==> src/core/cs_hold_pkg.sv <==
// shared constants for the chip-select and bus-hold block
package cs_hold_pkg;
    localparam int NUM_CS = 6;
    localparam int ADDR_W = 20;
    localparam int BOOT_CS = 0;
    // base compare and size mask compare address bits 19:8
    localparam int CMP_LSB = 8;
    localparam int CMP_W = 12;
    // bus configuration byte fields
    localparam int CFG_DEMUX_BIT = 7;
    localparam int CFG_WIDTH16_BIT = 6;
    localparam int CFG_WAIT_LSB = 0;
    localparam int CFG_WAIT_W = 4;
    // boot region: whole space, demultiplexed 16-bit, zero waits
    localparam logic [CMP_W-1:0] BOOT_BASE_RST = 12'h000;
    localparam logic [CMP_W-1:0] BOOT_MASK_RST = 12'h000;
    localparam logic [CMP_W-1:0] BASE_RST = 12'hFFF;
    localparam logic [CMP_W-1:0] MASK_RST = 12'hFFF;
    localparam logic [7:0] BOOT_CFG_RST = 8'hC0;
    localparam logic [7:0] CFG_RST = 8'hC0;
    // port 2 pin positions used by the hold protocol
    localparam int P2_REQ_OUT_BIT = 3;
    localparam int P2_TAKEOVER_BIT = 5;
    localparam int P2_GRANT_BIT = 6;
    typedef enum logic [3:0] {
        HOLD_IDLE = 4'b0001,
        HOLD_DRAIN = 4'b0010,
        HOLD_GRANTED = 4'b0100,
        HOLD_RESUME = 4'b1000
    } hold_state_t;
endpackage

==> src/core/region_decode.sv <==
// one chip-select region: compare, mask, bus characteristics
`timescale 1ns/1ps
module region_decode (
    input wire logic [cs_hold_pkg::ADDR_W-1:0] addr,
    input wire logic [cs_hold_pkg::CMP_W-1:0] base_compare,
    input wire logic [cs_hold_pkg::CMP_W-1:0] size_mask,
    input wire logic [7:0] bus_config,
    output logic hit,
    output logic demux,
    output logic width16,
    output logic [cs_hold_pkg::CFG_WAIT_W-1:0] wait_states
);
    logic [cs_hold_pkg::CMP_W-1:0] addr_hi;
    always_comb begin
        addr_hi = addr[cs_hold_pkg::ADDR_W-1:cs_hold_pkg::CMP_LSB];
        // masked bits set region size, base sets region start
        hit = ((addr_hi ^ base_compare) & size_mask) == '0; // RULE_02 RULE_03
        demux = bus_config[cs_hold_pkg::CFG_DEMUX_BIT]; // RULE_04
        width16 = bus_config[cs_hold_pkg::CFG_WIDTH16_BIT]; // RULE_04
        wait_states = bus_config[cs_hold_pkg::CFG_WAIT_LSB +: cs_hold_pkg::CFG_WAIT_W]; // RULE_04
    end
endmodule

==> src/core/chip_select_and_bus_hold.sv <==
// chip-select decoding, pin function muxing and bus-hold handshake
`timescale 1ns/1ps
// What this block does and what it relies on
// RULE_01: boot region select is active straight out of reset.
// RULE_02: each region start comes from its base compare value.
// RULE_03: each region size comes from its size mask value.
// RULE_04: bus config byte sets bus type, width, wait states; 0C0h demux 16-bit.
// RULE_05: software must not reprogram a region while executing from it.
// RULE_06: select pin can switch to general output low and back.
// RULE_07: bus request out asserted in hold while external cycle pending.
// RULE_08: protocol enable locks bus request pin, ignoring port settings.
// RULE_09: grant ack asserted once the bus has been released.
// RULE_10: protocol enable locks grant ack pin, ignoring port settings.
// RULE_11: external master drives takeover request low to want the bus.
// RULE_12: protocol enable locks takeover pin as input, ignoring port settings.
// RULE_13: grant held until request released; bus cycles resume afterwards.
module chip_select_and_bus_hold (
    input wire logic clk,
    input wire logic rst_n,
    input wire logic clk_en,
    input wire logic [cs_hold_pkg::ADDR_W-1:0] bus_addr,
    input wire logic bus_cycle_pending,
    input wire logic bus_cycle_active,
    input wire logic cfg_write,
    input wire logic [2:0] cfg_index,
    input wire logic [cs_hold_pkg::CMP_W-1:0] cfg_base,
    input wire logic [cs_hold_pkg::CMP_W-1:0] cfg_mask,
    input wire logic [7:0] cfg_bus,
    input wire logic [cs_hold_pkg::NUM_CS-1:0] port3_function_select,
    input wire logic [cs_hold_pkg::NUM_CS-1:0] port3_output_value,
    input wire logic takeover_protocol_enable,
    input wire logic [7:0] port2_function_select,
    input wire logic [7:0] port2_direction,
    input wire logic [7:0] port2_output_value,
    input wire logic takeover_req_n_in,
    input wire logic bus_request_out_in,
    input wire logic bus_grant_ack_in,
    output logic [cs_hold_pkg::NUM_CS-1:0] region_select_n,
    output logic boot_region_select,
    output logic sel_demux,
    output logic sel_width16,
    output logic [cs_hold_pkg::CFG_WAIT_W-1:0] sel_wait_states,
    output logic bus_released,
    output logic bus_request_out,
    output logic bus_request_oe_n,
    output logic bus_grant_ack,
    output logic bus_grant_oe_n,
    output logic takeover_oe_n,
    output logic takeover_req_seen,
    output logic [cs_hold_pkg::NUM_CS-1:0] region_hit
);
    localparam int N = cs_hold_pkg::NUM_CS;
    localparam int CW = cs_hold_pkg::CMP_W;

    logic [CW-1:0] base [N];
    logic [CW-1:0] mask [N];
    logic [7:0] bcfg [N];
    logic [CW-1:0] next_base [N];
    logic [CW-1:0] next_mask [N];
    logic [7:0] next_bcfg [N];
    logic [N-1:0] dmx;
    logic [N-1:0] w16;
    logic [cs_hold_pkg::CFG_WAIT_W-1:0] wst [N];
    logic [N-1:0] next_sel_n;
    logic next_demux;
    logic next_width16;
    logic [cs_hold_pkg::CFG_WAIT_W-1:0] next_wait;
    cs_hold_pkg::hold_state_t state;
    cs_hold_pkg::hold_state_t next_state;
    logic req_n;
    logic next_req_n;
    logic grant_n;
    logic next_grant_n;
    logic takeover;

    genvar g;
    generate
        for (g = 0; g < N; g++) begin : gen_region
            region_decode u_dec (
                .addr(bus_addr),
                .base_compare(base[g]),
                .size_mask(mask[g]),
                .bus_config(bcfg[g]),
                .hit(region_hit[g]),
                .demux(dmx[g]),
                .width16(w16[g]),
                .wait_states(wst[g])
            );
        end
    endgenerate

    // region configuration store
    always_comb begin
        for (int i = 0; i < N; i++) begin
            next_base[i] = base[i];
            next_mask[i] = mask[i];
            next_bcfg[i] = bcfg[i];
        end
        if (cfg_write && (int'(cfg_index) < N)) begin
            next_base[cfg_index] = cfg_base; // RULE_02
            next_mask[cfg_index] = cfg_mask; // RULE_03
            next_bcfg[cfg_index] = cfg_bus; // RULE_04
        end
    end

    always_ff @(posedge clk or negedge rst_n) begin
        if (!rst_n) begin
            for (int i = 0; i < N; i++) begin
                base[i] <= (i == cs_hold_pkg::BOOT_CS) ?
                    cs_hold_pkg::BOOT_BASE_RST : cs_hold_pkg::BASE_RST;
                mask[i] <= (i == cs_hold_pkg::BOOT_CS) ?
                    cs_hold_pkg::BOOT_MASK_RST : cs_hold_pkg::MASK_RST;
                bcfg[i] <= (i == cs_hold_pkg::BOOT_CS) ?
                    cs_hold_pkg::BOOT_CFG_RST : cs_hold_pkg::CFG_RST;
            end
        end else if (clk_en) begin
            for (int i = 0; i < N; i++) begin
                base[i] <= next_base[i];
                mask[i] <= next_mask[i];
                bcfg[i] <= next_bcfg[i];
            end
        end
    end

    // select pins: in an active cycle with the bus not released, every hit region asserts its own pin and the lowest hit sets bus type; gpio mode overrides the select
    always_comb begin
        next_sel_n = '1;
        next_demux = cs_hold_pkg::BOOT_CFG_RST[cs_hold_pkg::CFG_DEMUX_BIT];
        next_width16 = cs_hold_pkg::BOOT_CFG_RST[cs_hold_pkg::CFG_WIDTH16_BIT];
        next_wait = '0;
        for (int i = N - 1; i >= 0; i--) begin
            if (region_hit[i] && bus_cycle_active && !bus_released) begin
                next_demux = dmx[i]; // RULE_04
                next_width16 = w16[i]; // RULE_04
                next_wait = wst[i]; // RULE_04
            end
        end
        for (int i = 0; i < N; i++) begin
            if (port3_function_select[i]) begin
                next_sel_n[i] = !(region_hit[i] && bus_cycle_active && !bus_released);
            end else begin
                next_sel_n[i] = port3_output_value[i]; // RULE_06
            end
        end
    end

    always_ff @(posedge clk or negedge rst_n) begin
        if (!rst_n) begin
            region_select_n <= '1;
            region_select_n[cs_hold_pkg::BOOT_CS] <= 1'b0; // RULE_01
            sel_demux <= cs_hold_pkg::BOOT_CFG_RST[cs_hold_pkg::CFG_DEMUX_BIT];
            sel_width16 <= cs_hold_pkg::BOOT_CFG_RST[cs_hold_pkg::CFG_WIDTH16_BIT];
            sel_wait_states <= '0;
        end else if (clk_en) begin
            region_select_n <= next_sel_n;
            sel_demux <= next_demux;
            sel_width16 <= next_width16;
            sel_wait_states <= next_wait;
        end
    end

    assign boot_region_select = region_select_n[cs_hold_pkg::BOOT_CS];

    // hold handshake
    assign takeover = takeover_protocol_enable && !takeover_req_n_in; // RULE_12

    always_comb begin
        next_state = state;
        next_grant_n = grant_n;
        next_req_n = 1'b1;
        case (state)
            cs_hold_pkg::HOLD_IDLE: begin
                next_grant_n = 1'b1;
                if (takeover) begin
                    next_state = cs_hold_pkg::HOLD_DRAIN;
                end
            end
            cs_hold_pkg::HOLD_DRAIN: begin
                if (!takeover) begin
                    next_state = cs_hold_pkg::HOLD_IDLE;
                end else if (!bus_cycle_active) begin
                    next_state = cs_hold_pkg::HOLD_GRANTED;
                    next_grant_n = 1'b0; // RULE_09
                end
            end
            cs_hold_pkg::HOLD_GRANTED: begin
                next_req_n = !bus_cycle_pending; // RULE_07
                if (!takeover) begin
                    next_state = cs_hold_pkg::HOLD_RESUME;
                    next_grant_n = 1'b1; // RULE_13
                    next_req_n = 1'b1;
                end
            end
            cs_hold_pkg::HOLD_RESUME: begin
                next_state = cs_hold_pkg::HOLD_IDLE;
            end
            default: begin
                next_state = cs_hold_pkg::HOLD_IDLE;
                next_grant_n = 1'b1;
            end
        endcase
    end

    always_ff @(posedge clk or negedge rst_n) begin
        if (!rst_n) begin
            state <= cs_hold_pkg::HOLD_IDLE;
            grant_n <= 1'b1;
            req_n <= 1'b1;
        end else if (clk_en) begin
            state <= next_state;
            grant_n <= next_grant_n;
            req_n <= next_req_n;
        end
    end

    // bus stays released from grant until the resume cycle ends
    assign bus_released = (state == cs_hold_pkg::HOLD_GRANTED) ||
                          (state == cs_hold_pkg::HOLD_RESUME); // RULE_13
    assign takeover_req_seen = takeover;

    // pin function muxing: protocol enable overrides port settings
    always_comb begin
        if (takeover_protocol_enable) begin
            bus_request_out = req_n; // RULE_08
            bus_request_oe_n = 1'b0; // RULE_08
            bus_grant_ack = grant_n; // RULE_10
            bus_grant_oe_n = 1'b0; // RULE_10
            takeover_oe_n = 1'b1; // RULE_12
        end else begin
            bus_request_out = port2_output_value[cs_hold_pkg::P2_REQ_OUT_BIT];
            bus_request_oe_n = port2_direction[cs_hold_pkg::P2_REQ_OUT_BIT];
            bus_grant_ack = port2_output_value[cs_hold_pkg::P2_GRANT_BIT];
            bus_grant_oe_n = port2_direction[cs_hold_pkg::P2_GRANT_BIT];
            takeover_oe_n = port2_direction[cs_hold_pkg::P2_TAKEOVER_BIT] ||
                            port2_function_select[cs_hold_pkg::P2_TAKEOVER_BIT];
        end
    end
endmodule

==> config.mk <==
export PLATFORM = sky130hd
export DESIGN_NAME = chip_select_and_bus_hold
export DESIGN_NICKNAME = d
export VERILOG_FILES = /design/src/core/cs_hold_pkg.sv /design/src/core/region_decode.sv /design/src/core/chip_select_and_bus_hold.sv
export SDC_FILE = /design/constraint.sdc
export NUM_CORES = 1
export LEC_CHECK = 0
export BUFFER_PORTS_ARGS = -buffer_cell sky130_fd_sc_hd__buf_2
export CORE_ASPECT_RATIO = 1.2
export CORE_MARGIN = 1.5
export CORE_UTILIZATION = 35
export CTS_CLUSTER_DIAMETER = 150
export CTS_CLUSTER_SIZE = 12
export DETAILED_ROUTE_END_ITERATION = 16
export PLACE_DENSITY_LB_ADDON = 0.3
export SETUP_SLACK_MARGIN = 0.02
export SLEW_MARGIN = 20
export SYNTH_ARGS = -nofsm -noshare
export SYNTH_HDL_FRONTEND = slang
export SYNTH_HIERARCHICAL = 1
export SYNTH_SLANG_ARGS = --single-unit
==> constraint.sdc <==
create_clock -name clk -period 3.99 [get_ports clk]
set_input_delay 0.798 -clock clk [delete_from_list [all_inputs] [get_ports clk]]
set_output_delay 0.798 -clock clk [all_outputs]
set_load 0.01 [all_outputs]
==> run_results.csv <==
group,metric,value,unit
run_status,status,"finished, final reports clean",
clock_tree,postCtsResizedCells,0,
place,gp_congestion,0.741,
worst_setup_path,worst-path-max-fanout,9,
logic_synthesis,synth_nets,787,
clock_tree,cts_root_buf,"clkbuf_16",
floorplan,initial_utilization,0.356,
worst_setup_path,cpMaxStageDelayCell,"and3_1",
power_and_ir_drop,powerDensity,562,nW/um^2
power_and_ir_drop,power_leakage,4.64,nW
route,vias,5399,
worst_setup_path,critPathCaptureType,"output pin",
route,via_per_inst,4.90,
clock_tree,cts_buffer_depth,2,
clock_tree,postCtsSetupBuffers,0,
timing,fin_crit_sh,0.822,
place,post-place-ws,711,ps
floorplan,design.core.area,27200,sq um
cells_and_area,final_nets,849,
grt,grt_start_max_net_pins,101,
timing,setup_viol,0,
grt,grtUsageTotal,0.151,
power_and_ir_drop,ir_drop,296,uV
timing,hold_violations,0,
worst_setup_path,cp-start-kind,"input port",
logic_synthesis,yosys_warnings,6,
timing,finalMaxSlewViolations,0,
worst_setup_path,arrival,2480,ps
worst_setup_path,r2r_setup_slack,1320,ps
timing,fin_setup_tns,0,ps
worst_setup_path,critical_path_class,"input port to output pin",
route,final_antenna_net_count,0,
worst_setup_path,cpMostUsedCell,"buf_2",
worst_setup_path,rr_worst_depth,8,
grt,grt_pass1_wl,32400,um
worst_hold_path,hold_path.class,"input port to async pin",
clock_tree,numCtsBuffers,17,
logic_synthesis,syn_avg_cell_area,14.1,sq um
place,dp_hpwl,14000,um
logic_synthesis,syn_inst,686,
route,wl_per_cell,18.5,um
worst_setup_path,crit_chain,"buf_2 > xor2_1 > a22o_1 > a221oi_1 > and3_1 > buf_2",
floorplan,die_width,155,um
grt,antenna_found_initial,1,
cells_and_area,antennaDiodeCount,0,
clock_tree,cts.sink_count,198,
route,drt-total-wl,20400,um
worst_setup_path,worst_ep_required_time,3190,ps
cells_and_area,drive_gt1_frac,0.652,
clock_tree,clkLatencyLatePin,440,ps
timing,setup_slack,712,ps
power_and_ir_drop,total_power,0.00609,W
clock_tree,hold_buffers,0,
route,drt_first_pass_iters,4,
floorplan,rows,66,
timing,timing.slew.headroom,0.324,
worst_setup_path,timing.rr.start,"base[20]$_DFFE_PN1P_",
timing,max_freq,305,MHz
job,maxCapViolCount,0,
route,first_iter_violations,204,
clock_tree,htree_levels,4,
timing,worstMarginPinSlew,1010,ps
floorplan,die_y,185,um
timing,rsz0062_at_grt,"no",
grt,grt_overflow,0,
place,portBuffers,96,
route,drc,0,
worst_setup_path,cp-startpoint,"bus_addr[16]",
floorplan,ios,127,
worst_setup_path,reg2reg_to,"sel_width16$_DFFE_PN1P_",
logic_synthesis,synth_area,9680,sq um
cells_and_area,area_growth,12.0,%
worst_setup_path,slowest_delay,570,ps
grt,grt_pass1_vias,5570,
timing,fin_worst_skew,13.7,ps
clock_tree,clkTransAtPathRegs,80,ps
clock_tree,tritoncts,"built",
floorplan,die_area,28700,sq um
timing,period_minus_slack,3280,ps
==> metrics by stage <==
step	hold slack [ps]	util	area (sq um)	std cells
final	458	0.399	10800	1101
after global routing	525	0.399	10800	1101
after CTS	492	0.399	10800	1101
after detailed placement	484	0.378	10300	1069
after global placement	475	0.378	10300	1069
after floorplan	458	-	9680	686
==> cell usage in the layout (no fill, tap or decap), drive strengths merged, types with 2 or more instances in the layout <==
master and count:
a21oi 8, a221oi 18, a22o 18, a22oi 2
a31oi 16, a41o 2, and3 6, buf 107
clkbuf 19, clkinv 3, clkinvlp 2, dfrtp 56
dfstp 142, inv 19, mux2 192, nand2 10
nand2b 12, nand3 2, nand3b 2, nor2 16
nor2b 9, nor3 2, nor4b 3, o211ai 8
o21ai 3, o22ai 2, or3 3, or4b 2
xor2 72
==> worst max-delay path by stage <==
| stage | end | slack, ps | cells past startpoint |
|---|---|---|---|
| after global routing | region_hit[4] | 650 | 6 |
| after global placement | region_hit[4] | 700 | 6 |
| final | region_hit[4] | 710 | 6 |
| after detailed placement | region_hit[4] | 710 | 6 |
| after CTS | region_hit[4] | 710 | 6 |
| after floorplan | region_hit[3] | 1550 | 4 |
==> registers in the layout, indices dropped and copies added (netlist names) <==
register         flops
base                72
sel_demux            1
req_n                1
bcfg                36
sel_width16          1
grant_n              1
state                4
sel_wait_states      4
mask                72
region_select_n      6
==> cell type report <==
class	count	area [sq um]
Inverter	10	37.5
Sequential cell	198	5130
Tap cell	340	425
Fill cell	2577	16300
Clock inverter	14	153
Clock buffer	18	429
Timing Repair Buffer	108	592
Multi-Input combinational cell	413	4080
==> power breakdown <==
| group | switching, W | internal [W] | leakage, nW |
|---|---|---|---|
| Combinational | 0.000622 | 0.000769 | 2.18 |
| Sequential | 0.000287 | 0.00271 | 2.18 |
| Clock | 0.000858 | 0.000842 | 0.278 |
| Total | 0.00177 | 0.00433 | 4.64 |
==> metal layers <==
layer  share of wire  global-route usage  vias up
li1                -                   -     2542
met3           0.030              0.0281       26
met4           0.016              0.0442        2
met5         0.00064                   0        -
met2            0.49               0.253      101
met1            0.46               0.200     2728
==> worst max-delay path: cells and delay by family <==
family / cells / cell delay, ps
AO/OA/AOI/OAI: 2 / 540
XOR/XNOR: 1 / 160
buffers and inverters: 2 / 400
AND/OR/NAND/NOR: 1 / 570
Power figures use the tool's default switching activity.
